<file path="src/logic/jlm_pkg.sv">
// jlm_pkg: constants, types and carriers of the four-lane link mapper
// assumes one 25 MHz core clock and a plain word-wide register port
`default_nettype none

package jlm_pkg;

    // *************************************************
    // register map and fields
    // *************************************************
    localparam logic [3:0]  REG_CTRL   = 4'h0;     // mode, scrambler, loopbacks
    localparam logic [3:0]  REG_LMAP   = 4'h1;     // lane to link, test pattern
    localparam logic [3:0]  REG_SWSYNC = 4'h2;     // write issues processor sync
    localparam logic [3:0]  REG_STAT   = 4'h3;     // link and lane state
    localparam logic [3:0]  REG_ERR0   = 4'h4;     // link 0 error count
    localparam logic [3:0]  REG_ERR1   = 4'h5;     // link 1 error count
    localparam logic [15:0] CTRL_RST   = 16'h0001; // scrambler on
    localparam logic [15:0] LMAP_RST   = 16'h000C; // lanes 2,3 on link 1
    localparam int          C_SCR      = 0;        // scrambler enable
    localparam int          C_LPBK     = 1;        // four lane loopback bits
    localparam int          C_MAPLB    = 5;        // mapping loopback
    localparam int          C_MODE     = 6;        // three mode bits
    localparam int          C_SSEL     = 9;        // two sync select bits
    localparam int          L_TEST     = 4;        // two test pattern bits

    // *************************************************
    // link characters and counts
    // *************************************************
    localparam logic [7:0] K_SYNC   = 8'hBC;  // sync character
    localparam logic [7:0] K_START  = 8'h1C;  // alignment sequence start
    localparam logic [7:0] K_MF     = 8'h7C;  // multiframe alignment
    localparam logic [7:0] K_FR     = 8'hFC;  // frame alignment
    localparam logic [3:0] MF_LAST  = 4'hF;   // last frame of multiframe
    localparam logic [1:0] ILA_LAST = 2'h3;   // four multiframes of sequence
    localparam logic [2:0] ILA_MKS  = 3'h4;   // markers before data
    localparam logic [2:0] CGS_NEED = 3'h4;   // sync words to lock
    localparam logic [1:0] ERR_LOW  = 2'h2;   // request low per error
    localparam logic [2:0] LOST_LOW = 3'h4;   // low cycles meaning resync
    localparam logic [6:0] PRBS_RST = 7'h7F;  // pattern seed

    typedef enum logic [2:0] {
        JLM_SPLIT = 3'b000, JLM_IQ = 3'b001, JLM_TDM = 3'b010,
        JLM_IONLY = 3'b011, JLM_QONLY = 3'b100
    } jlm_mode_t;
    typedef enum logic [1:0] {
        JLM_TX_CGS = 2'b00, JLM_TX_ILA = 2'b01, JLM_TX_DATA = 2'b10
    } jlm_tx_t;
    typedef enum logic [1:0] {
        JLM_RX_CGS = 2'b00, JLM_RX_WAIT = 2'b01, JLM_RX_ALN = 2'b10
    } jlm_rx_t;

    typedef struct packed {
        logic        e;  // coding error
        logic [1:0]  k;  // control flags, octet 0 high
        logic [15:0] d;  // octet 0 in high byte
    } jlm_word_t;

    typedef struct packed {
        logic        vld;
        logic [31:0] rx;  // receive I,Q
        logic [31:0] fb;  // feedback I,Q
    } jlm_rx_out_t;

    typedef struct packed {
        logic [15:0]            ctrl, lmap, rdata;
        logic                   swp, evd, evt;
        logic [3:0]             mf_cnt;
        logic [1:0]             ph, mph, syn_a, syn_b, sreq;
        logic [63:0]            hold;
        logic [1:0][2:0]        slow;
        jlm_tx_t [1:0]          tx_st;
        logic [1:0][1:0]        ila, errlow;
        logic [1:0][15:0]       ecnt;
        logic [3:0][15:0]       map, fbuf;
        logic [3:0][7:0]        tprev, rprev;
        logic [3:0][14:0]       scr, dscr;
        logic [3:0][19:0]       tx_sym;
        logic [6:0]             prbs;
        jlm_rx_t [3:0]          rx_st;
        logic [3:0][2:0]        cgs, mfc;
        jlm_word_t [3:0][3:0]   eb;
        logic [3:0][1:0]        dly;
        logic [15:0]            ri, fi;
        jlm_rx_out_t            rxo;
    } jlm_state_t;

endpackage : jlm_pkg

`default_nettype wire

</file>
<file path="src/logic/jlm_link_mapper.sv">
// jlm_link_mapper: transmit mapping, coding and link start-up plus
// receive decode, alignment, frame buffering and reformatting
// assumes inputs synchronous to core_clk; serdes lanes are 20-bit words
//
// The register addresses and the plain strobed port were chosen for this implementation.
`timescale 1ns/100ps
`default_nettype none

module jlm_link_mapper
    import jlm_pkg::*;
(
    input  wire logic              core_clk,
    input  wire logic              rst_b,
    input  wire logic [3:0]        reg_addr,
    input  wire logic [15:0]       reg_wdata,
    input  wire logic              reg_wr,
    input  wire logic              reg_rd,
    output logic      [15:0]       reg_rdata,
    input  wire logic [31:0]       tx_iq0,
    input  wire logic [31:0]       tx_iq1,
    output logic                   tx_take,
    output logic      [3:0][19:0]  tx_lane,
    input  wire logic [3:0][19:0]  rx_lane,
    input  wire logic [1:0]        link_sync_status_in,
    output logic      [1:0]        link_sync_request_out,
    input  wire logic              sysref,
    input  wire logic              downlink_frame_sync,
    output var jlm_rx_out_t        rx_out,
    output logic                   link_event
);

    jlm_state_t s;       // all state
    jlm_state_t next_s;  // next value
    logic [3:0] lane_err; // data word with coding error
    logic [1:0] rel;      // all lanes of link aligned

    // *************************************************
    // coding helpers
    // *************************************************
    // odd parity symbol: one flipped bit shows as an error
    function automatic logic [9:0] enc(input logic k, input logic [7:0] o);
        return {k, ~^{k, o}, o};
    endfunction : enc

    // self-synchronous 1+x14+x15, msb first; de selects descramble
    function automatic logic [30:0] scr(input logic [14:0] st_in,
                                        input logic [15:0] din,
                                        input logic de);
        logic [14:0] st;
        logic [15:0] q;
        logic        b;
        st = st_in;
        q  = 16'h0000;
        b  = 1'b0;
        for (int i = 15; i >= 0; i--) begin
            b    = din[i] ^ st[14] ^ st[13];
            q[i] = b;
            st   = {st[13:0], de ? din[i] : b};
        end
        return {st, q};
    endfunction : scr

    assign reg_rdata             = s.rdata;
    assign tx_lane               = s.tx_sym;
    assign link_sync_request_out = s.sreq;
    assign rx_out                = s.rxo;
    assign link_event            = s.evt;
    assign tx_take               = (s.ph == 2'h0);

    // *************************************************
    // next state
    // *************************************************
    always_comb begin
        jlm_mode_t   mode;
        logic [1:0]  plast, ssel, cur_st;
        logic [63:0] cur;
        logic [31:0] sm;
        logic [15:0] mw;
        logic [7:0]  o0, o1;
        logic [1:0]  kk;
        logic [19:0] sym, rin;
        logic [30:0] sr;
        logic [3:0][15:0] w;
        jlm_word_t   wd, ow;
        logic        ev, mfend, e, issync, l;
        logic [1:0]  cgs_any, mis, lerr;
        mode    = jlm_mode_t'(s.ctrl[C_MODE+:3]);
        plast   = 2'h0;
        ssel    = s.ctrl[C_SSEL+:2];
        cur_st  = 2'h0;
        cur     = 64'h0;
        sm      = 32'h0;
        mw      = 16'h0;
        o0      = 8'h00;
        o1      = 8'h00;
        kk      = 2'h0;
        sym     = 20'h0;
        rin     = 20'h0;
        sr      = 31'h0;
        w       = '0;
        wd      = '0;
        ow      = '0;
        ev      = 1'b0;
        e       = 1'b0;
        issync  = 1'b0;
        l       = 1'b0;
        cgs_any = 2'h0;
        mis     = 2'h0;
        lerr    = 2'h0;
        rel     = 2'h3;
        lane_err = 4'h0;
        mfend   = (s.mf_cnt == MF_LAST);
        next_s  = s;
        next_s.swp   = 1'b0;
        next_s.rdata = 16'h0000;

        // register writes; the software sync is a one-cycle pulse
        if (reg_wr) begin
            case (reg_addr)
                REG_CTRL:   next_s.ctrl = reg_wdata;
                REG_LMAP:   next_s.lmap = reg_wdata;
                REG_SWSYNC: next_s.swp  = 1'b1;
                REG_ERR0:   next_s.ecnt[0] = 16'h0000;
                REG_ERR1:   next_s.ecnt[1] = 16'h0000;
                default:    next_s.swp  = 1'b0;
            endcase
        end

        // event source, rising edge realigns frame/multiframe count
        case (ssel)
            2'h1:    ev = downlink_frame_sync;
            2'h2:    ev = s.swp;
            default: ev = sysref;
        endcase
        next_s.evd    = ev;
        next_s.mf_cnt = (ev && !s.evd) ? 4'h0 : s.mf_cnt + 4'h1;

        // transfer phase: 1, 2 or 4 clocks per IQ transfer
        if (mode == JLM_IQ) plast = 2'h1;
        if (mode == JLM_TDM) plast = 2'h3;
        next_s.ph  = (s.ph >= plast) ? 2'h0 : s.ph + 2'h1;
        next_s.mph = s.ph;
        cur = (s.ph == 2'h0) ? {tx_iq1, tx_iq0} : s.hold;
        if (s.ph == 2'h0) next_s.hold = {tx_iq1, tx_iq0};

        // *************************************************
        // transmit link state per link
        // *************************************************
        for (int j = 0; j < 2; j++) begin
            next_s.syn_a[j] = link_sync_status_in[j];
            next_s.syn_b[j] = s.syn_a[j];
            // short low pulses report errors; only a long low restarts
            next_s.slow[j] = s.syn_b[j] ? 3'h0 :
                             (s.slow[j] == LOST_LOW) ? LOST_LOW : s.slow[j] + 3'h1;
            case (s.tx_st[j])
                JLM_TX_CGS: begin
                    // hold sync chars to the multiframe boundary
                    if (s.syn_b[j] && mfend) begin
                        next_s.tx_st[j] = JLM_TX_ILA;
                        next_s.ila[j]   = 2'h0;
                    end
                end
                JLM_TX_ILA: begin
                    if (s.slow[j] == LOST_LOW) next_s.tx_st[j] = JLM_TX_CGS;
                    else if (mfend) begin
                        if (s.ila[j] == ILA_LAST) next_s.tx_st[j] = JLM_TX_DATA;
                        next_s.ila[j] = s.ila[j] + 2'h1;
                    end
                end
                JLM_TX_DATA: if (s.slow[j] == LOST_LOW) next_s.tx_st[j] = JLM_TX_CGS;
                default: next_s.tx_st[j] = JLM_TX_CGS;
            endcase
        end

        next_s.prbs = {s.prbs[5:0], s.prbs[6] ^ s.prbs[5]};

        // *************************************************
        // transmit lanes: map, scramble, align, encode
        // *************************************************
        for (int k = 0; k < 4; k++) begin
            sm = k[0] ? cur[63:32] : cur[31:0];
            case (mode)
                JLM_SPLIT: mw = cur[{k[1], ~k[0]}*16+:16];
                JLM_IQ:    mw = s.ph[0] ? sm[15:0] : sm[31:16];
                JLM_TDM:   mw = s.ph[0] ? cur[{s.ph[1], 1'b0}*16+:16]
                                        : cur[{s.ph[1], 1'b1}*16+:16];
                JLM_IONLY: mw = sm[31:16];
                JLM_QONLY: mw = sm[15:0];
                default:   mw = 16'h0000;
            endcase
            next_s.map[k] = mw;
            l  = s.lmap[k];
            kk = 2'h0;
            case (s.tx_st[l])
                JLM_TX_ILA: begin
                    // start marker, then counts; multiframe end marked
                    o0 = (s.mf_cnt == 4'h0) ? K_START : {4'h0, s.mf_cnt};
                    o1 = mfend ? K_MF : 8'(k);
                    kk = {s.mf_cnt == 4'h0, mfend};
                end
                JLM_TX_DATA: begin
                    sr = scr(s.scr[k], s.map[k], 1'b0);
                    next_s.scr[k] = sr[30:16];
                    if (!s.ctrl[C_SCR]) sr[15:0] = s.map[k];
                    o0 = sr[15:8];
                    o1 = sr[7:0];
                    next_s.tprev[k] = sr[7:0];
                    // repeat of last octet becomes a marker; rx restores it
                    if (sr[7:0] == s.tprev[k]) begin
                        o1 = mfend ? K_MF : K_FR;
                        kk = 2'h1;
                    end
                end
                default: begin
                    o0 = K_SYNC;
                    o1 = K_SYNC;
                    kk = 2'h3;
                end
            endcase
            sym = {enc(kk[0], o1), enc(kk[1], o0)};
            case (s.lmap[L_TEST+:2])
                2'h1:    sym = {2{enc(1'b1, K_SYNC)}};
                2'h2:    sym = {s.prbs[5:0], s.prbs, s.prbs};
                default: sym = sym;
            endcase
            next_s.tx_sym[k] = sym;
        end

        // *************************************************
        // receive lanes: decode, lock, deskew, frame buffer
        // *************************************************
        for (int k = 0; k < 4; k++)
            if (s.rx_st[k] != JLM_RX_ALN) rel[s.lmap[k]] = 1'b0;
        for (int k = 0; k < 4; k++) begin
            l   = s.lmap[k];
            rin = s.ctrl[C_LPBK+k] ? s.tx_sym[k] : rx_lane[k];
            e   = !(^rin[9:0]) || !(^rin[19:10]);
            wd  = {e, rin[9], rin[19], rin[7:0], rin[17:10]};
            issync = !e && wd.k == 2'h3 && wd.d == {K_SYNC, K_SYNC};
            next_s.eb[k] = {s.eb[k][2:0], wd};
            ow = s.eb[k][s.dly[k]];
            case (s.rx_st[k])
                JLM_RX_CGS: begin
                    next_s.cgs[k] = issync ? s.cgs[k] + 3'h1 : 3'h0;
                    next_s.dly[k] = 2'h0;
                    next_s.mfc[k] = 3'h0;
                    if (issync && s.cgs[k] == CGS_NEED - 3'h1) next_s.rx_st[k] = JLM_RX_WAIT;
                end
                JLM_RX_WAIT: begin
                    if (wd.k[1] && wd.d[15:8] == K_START && !e) next_s.rx_st[k] = JLM_RX_ALN;
                    next_s.dly[k] = 2'h0;
                end
                JLM_RX_ALN: begin
                    // early lanes age their start word until the link is all in
                    if (!rel[l] && s.dly[k] != 2'h3) next_s.dly[k] = s.dly[k] + 2'h1;
                    if (rel[l]) begin
                        if ((ow.k[1] && ow.d[15:8] != K_START) || ow.d == {K_SYNC, K_SYNC}) begin
                            next_s.rx_st[k] = JLM_RX_CGS;
                            mis[l] = 1'b1;
                        end else if (s.mfc[k] != ILA_MKS) begin
                            if (ow.k[0] && ow.d[7:0] == K_MF) next_s.mfc[k] = s.mfc[k] + 3'h1;
                        end else begin
                            o1 = (ow.k[0] && (ow.d[7:0] == K_FR || ow.d[7:0] == K_MF))
                                 ? s.rprev[k] : ow.d[7:0];
                            next_s.rprev[k] = o1;
                            sr = scr(s.dscr[k], {ow.d[15:8], o1}, 1'b1);
                            next_s.dscr[k] = sr[30:16];
                            if (!s.ctrl[C_SCR]) sr[15:0] = {ow.d[15:8], o1};
                            lane_err[k] = ow.e;
                            if (!ow.e) next_s.fbuf[k] = sr[15:0];
                        end
                    end
                end
                default: next_s.rx_st[k] = JLM_RX_CGS;
            endcase
            if (s.rx_st[k] == JLM_RX_CGS) cgs_any[l] = 1'b1;
            if (lane_err[k]) lerr[l] = 1'b1;
        end

        // *************************************************
        // link requests, error statistics, events
        // *************************************************
        for (int j = 0; j < 2; j++) begin
            next_s.errlow[j] = lerr[j] ? ERR_LOW :
                               (s.errlow[j] != 2'h0) ? s.errlow[j] - 2'h1 : 2'h0;
            // low while any lane hunts, on misalign and per error
            next_s.sreq[j] = !cgs_any[j] && !mis[j] && next_s.errlow[j] == 2'h0;
            if (lerr[j]) next_s.ecnt[j] = next_s.ecnt[j] + 16'h0001;
        end
        next_s.evt = |lerr || |mis;

        // *************************************************
        // receive formatter
        // *************************************************
        for (int k = 0; k < 4; k++)
            w[k] = s.ctrl[C_MAPLB] ? s.map[k] : s.fbuf[k];
        next_s.rxo.vld = 1'b1;
        if (mode == JLM_IQ || mode == JLM_TDM) begin
            // I then Q on one lane; emit on the Q clock
            if (!s.mph[0]) begin
                next_s.ri = w[0];
                next_s.fi = w[2];
                next_s.rxo.vld = 1'b0;
            end else begin
                next_s.rxo.rx = {s.ri, w[0]};
                next_s.rxo.fb = {s.fi, w[2]};
            end
        end else begin
            next_s.rxo.rx = {w[0], w[1]};
            next_s.rxo.fb = {w[2], w[3]};
        end

        if (reg_rd) begin
            case (reg_addr)
                REG_CTRL: next_s.rdata = s.ctrl;
                REG_LMAP: next_s.rdata = s.lmap;
                REG_STAT: begin
                    for (int k = 0; k < 4; k++) begin
                        next_s.rdata[8+k] = (s.rx_st[k] == JLM_RX_ALN);
                        next_s.rdata[4+k] = (s.rx_st[k] != JLM_RX_CGS);
                    end
                    for (int j = 0; j < 2; j++) begin
                        next_s.rdata[2+j] = (s.tx_st[j] == JLM_TX_DATA);
                        next_s.rdata[j]   = s.syn_b[j];
                    end
                end
                REG_ERR0: next_s.rdata = s.ecnt[0];
                REG_ERR1: next_s.rdata = s.ecnt[1];
                default:  next_s.rdata = 16'h0000;
            endcase
        end
    end

    // state register; link 1 owns lanes 2,3 after reset
    always_ff @(posedge core_clk or negedge rst_b) begin
        if (!rst_b) begin
            s      <= '0;
            s.ctrl <= CTRL_RST;
            s.lmap <= LMAP_RST;
            s.prbs <= PRBS_RST;
        end else begin
            s <= next_s;
        end
    end
endmodule : jlm_link_mapper

`default_nettype wire

</file>
<file path="config.mk">
export PLATFORM = sky130hd
export DESIGN_NAME = jlm_link_mapper
export DESIGN_NICKNAME = d
export VERILOG_FILES = /design/src/logic/jlm_pkg.sv /design/src/logic/jlm_link_mapper.sv
export SDC_FILE = /design/constraint.sdc
export NUM_CORES = 2
export LEC_CHECK = 0
export ABC_AREA = 1
export BUFFER_PORTS_ARGS = -buffer_cell sky130_fd_sc_hd__buf_4
export CAP_MARGIN = 15
export CELL_PAD_IN_SITES_DETAIL_PLACEMENT = 1
export CELL_PAD_IN_SITES_GLOBAL_PLACEMENT = 1
export CORE_ASPECT_RATIO = 1.4
export CORE_UTILIZATION = 46
export CTS_BUF_LIST = sky130_fd_sc_hd__clkbuf_16
export DETAILED_ROUTE_END_ITERATION = 12
export GPL_ROUTABILITY_DRIVEN = 0
export PLACE_DENSITY = 0.76
export RECOVER_POWER = 50
export SETUP_SLACK_MARGIN = 0.05
export SYNTH_ARGS = -nofsm -noshare
export SYNTH_HDL_FRONTEND = slang
export SYNTH_SLANG_ARGS = --single-unit
</file>
<file path="constraint.sdc">
create_clock -name core_clk -period 3.96 [get_ports core_clk]
set_input_delay 0.396 -clock core_clk [delete_from_list [all_inputs] [get_ports core_clk]]
set_output_delay 0.396 -clock core_clk [all_outputs]
set_load 0.005 [all_outputs]
</file>
; Word level (Yosys, flattened, before mapping)
; Index checks and enable logic that the tools add are counted.
[word_totals]
regBits = 1018
input_bits = 172
out_inout_bits = 165
word_cells = 969
[op_classes]
n_addsub = 22
n_lt_le_gt_ge = 13
n_eq_ne = 131
shift = 2
mux = 233
n_bitwise = 286
reduce_logical = 161
[ops]
columns = cell, n
row1 = 16-bit two-way mux, 24
row2 = 1-bit bitwise XOR, 257
row3 = 64-bit two-way mux, 3
row4 = 16-bit one-hot mux with 5 select lines, 2
row5 = 20-bit one-hot mux with 2 select lines, 4
row6 = 19-bit binary-select mux with 2-bit select, 4
row7 = 2-bit two-way mux, 74
row8 = 16-bit == test (second input constant), 8
row9 = 16-bit one-hot mux with 4 select lines, 2
row10 = 8-bit one-hot mux with 2 select lines, 8
row11 = 64-bit by 7-bit variable part select with 16-bit output, 2
row12 = 2-bit inequality test (second input constant), 49
row13 = 20-bit two-way mux, 4
row14 = 10-bit parity, 8
row15 = 19-bit two-way mux, 4
row16 = 3-bit two-way mux, 24
row17 = 8-bit two-way mux, 9
row18 = 9-bit XNOR reduction, 8
row19 = 12-bit one-hot mux with 5 select lines, 1
row20 = 4-bit AND reduction, 12
row21 = 1-bit logical AND, 47
row22 = 2-bit one-hot mux with 2 select lines, 10
row23 = 5-bit AND reduction, 8
row24 = 1-bit two-way mux, 37
row25 = 45 further kinds, 239

; Depth between registers and ports, before layout
[logic_depth]
word_depth = 31
ltp_mapped = 26
depth_no_buf = 26

; Worst setup path after synthesis
; No wires, ideal clock.
[synth_path]
path_type = register -> register
startpoint = register s[1004] (netlist bit)
endpoint = register s[433] (netlist bit)
setup_time_ps = 63
arrival_time_ps = 2997
required_ps = 3897
slack_ps = 901
path_stages_with_launch = 15
n_path_buf = 2
synth_period_minus_slack_ps = 3059
cell_sequence = dfrtp_1 > buf_1 > clkbuf_1 > mux2_2 > ha_1 > xnor2_1 > xor2_1 > xor2_1 > nand2_1 > nor3_1 > nand2_1 > a21oi_1 > o221ai_1 > o22a_1 > inv_1
[synth_lines]
columns = item, line_no
row1 = "start, declared", jlm_link_mapper.sv:32  ; jlm_state_t s;
row2 = "start signal, assigned", jlm_link_mapper.sv:342  ; s <= next_s;

==> run metrics <==
status complete, but fails checks; failing checks capacitance limit, slew limit; Pwr Total 0.0436 W; element type at the critical path end flip-flop; hold crit path type in -> reg; Final Setup Violations 0; commonest non-fill, non-tap cell in the layout nand2_1; Clock Latency Late Sink 0.73 ns; post-layout util 53.7%; Max Fanout on Critical Path 21; clock root cell clkbuf_16; Port Buffers 336; WS Path Type reg -> reg; LEAKAGE 27.8 nW; minimum clock period 3.59 ns; clk_skew 0.0263 ns; gr usage total 34.6%; register bit total from synthesis 986; number of synthesized flops with an enable pin 0; Die X-Extent 279 um; post-synthesis sequential area ratio 50.1%; Worst EP required 4.56 ns; router iterations before antenna repair 6; Clock Pin Slew Worst Setup and Hold Paths 0.06 ns; PwrDens 766 nW/um2; Syn Area/Cell 8.35 um2; RSZ-0062 raised after global routing no; Critical Path Source Type flip-flop; full die area 108000 um2; post-route ant nets 0; layout cell share with drive strength beyond 1 12.5%; final max-slew violation count 116; Slew HR -72.8%; Boundary Pins 337; worst vdd ir 0.000486 V; nets 6454; First DRT Iteration DRCs 3404; cell row count 141; syn nets 6157; total congestion overflow 0; Routed WL 187000 um; global-route wire length before repair 283000 um; DRC 0; Reg2Reg Setup Slack 0.37 ns; Starting Density 46.5%; vias in the first global route 45620; Core Footprint 106000 um2; Critical Path AT 4.19 ns; cell taking the most area after synthesis dfrtp_1; Syn Std Cell Area 49200 um2; maximum clock rate 279 MHz; post-CTS sizing 0; Mapped Cells 5900; post-route clock period utilization 90.6%; H-tree levels 3; CTS tree yes; Hold Fails Final Rpt 0; Async S/R FF share, synth 100%; via count 43709; Fin Hold WS 0.0176 ns; total CTS buffers 99; dpl cells 7357; Die H 389 um; Synth Warn # 0; DP HPWL 139000 um; Final TNS setup 0 ns; vias per inst 5.72; Synth top area share 49.6%; largest net degree at the start of global routing 111; Synth Flop Type dfrtp_1; Least-Margin Pin Slew 2.59 ns; final cell count without fillers 7639; antenna violations before repair 7; Syn-to-layout area delta 15.5%; clock buffer depth 3; CTS Hold Buffers Added 96; setup bufs post-CTS 0; library cells used by synthesis 62; MaxCap Viol Count 2; largest cells by area after synthesis dfrtp_1 (50%), nand2_1 (13%), o21ai_0 (6.1%); WL/cell 24.5 um; commonest non-fill, non-tap cells in the layout nand2_1 (1691), dfrtp_1 (974), o21ai_0 (604), inv_1 (487), buf_4 (476); clock sinks 986
## final cells by class
cell class                      count  area, um2
Antenna cell                        3       7.51
Clock inverter                     83        788
Clock buffer                       99       2480
Tap cell                         1358       1700
Fill cell                       12494      49000
Multi-Input combinational cell   3998      20400
Timing Repair Buffer              611       4910
Inverter                          501       1890
Sequential cell                   986      24700
## kinds of logic (layout without fill, tap and decap cells)
logic type               Yosys count  in the layout  share of synthesized area (%)
adder cells (fa/ha/maj)           85             85                           2.16
buffers and inverters            916           1294                           8.53
flip-flops                       986            986                           50.1
other                              0              3                              0
AND/OR/NAND/NOR                 2569           2569                           21.7
AO/OA/AOI/OAI                   1066           1066                           12.4
multiplexers                      40             40                          0.905
XOR/XNOR                         238            238                           4.23
## per-stage QoR
step                worst slack [ns]  instance area [um2]
CTS                            0.436                57000
finish                         0.372                56800
global placement               0.573                52700
global route                  0.0742                56800
detailed placement             0.471                52700
floorplan                      0.901                49200
## worst max-delay path, stage by stage (launching register included)
cell and delay [ns]:
dfrtp_1 0.52, buf_4 0.31, nand2_1 0.08, nand3_1 0.11, nand2_1 0.13, nor2_1 0.14
nand3_1 0.12, nor4_1 0.39, nand3_1 0.13, nand2_1 0.22, inv_2 0.10, nand3_1 0.08
inv_1 0.07, a21oi_4 0.47, o21ai_2 0.34, nand2_1 0.15, nand2_1 0.06
## metal layers
layer  global-route usage (%)  up-vias  share of wire (%)
li1                         -    19701                  -
met1                     43.7    22237                 40
met2                     57.1     1377                 48
met3                     3.98      388                5.0
met4                     20.8        6                6.6
met5                        0        -              0.021
## sequential cells by signal (all words and copies together), names as in the netlist
signal,flops
link_event,1
s,584
reg_rdata,16
link_sync_request_out,2
next_s,238
tx_lane,80
rx_out,65
## synthesized netlist by cell type, drive strengths merged, types with 5 or more instances
master,count
a22o,15
or2,43
o22ai,46
clkinv,7
o211ai,81
a21oi,169
o2111ai,18
a221oi,7
nand3,452
clkbuf,159
a32o,6
o31ai,9
dfstp,10
nand4,47
nor3,24
nor2,272
mux2,36
o21ai,632
a221o,5
xor2,121
o22a,13
buf,256
nand2,1699
a32oi,7
o21bai,19
nand3b,10
a211oi,16
ha,85
xnor2,117
inv,494
dfrtp,976
a21o,6
nor4,18
## where the power goes
part	leakage (nW)	internal [W]	switching [W]
Sequential	12.4	0.0131	0.00288
Clock	1.62	0.00532	0.00439
Combinational	13.8	0.00603	0.0119
Total	27.8	0.0244	0.0192
## path summary, 6_finish.rpt
check	from	to	cells past startpoint
setup / recovery	s[101]	s[862]	16
setup reg to reg	s[101]	s[862]	16
hold / removal	rx_lane[56]	next_s[282]	3
hold reg to reg	next_s[956]	s[956]	0
max in group asynchronous	rst_b	s[601]	4
min in group asynchronous	rst_b	tx_lane[3]	2
No activity file was read; power rests on OpenSTA's default activity.
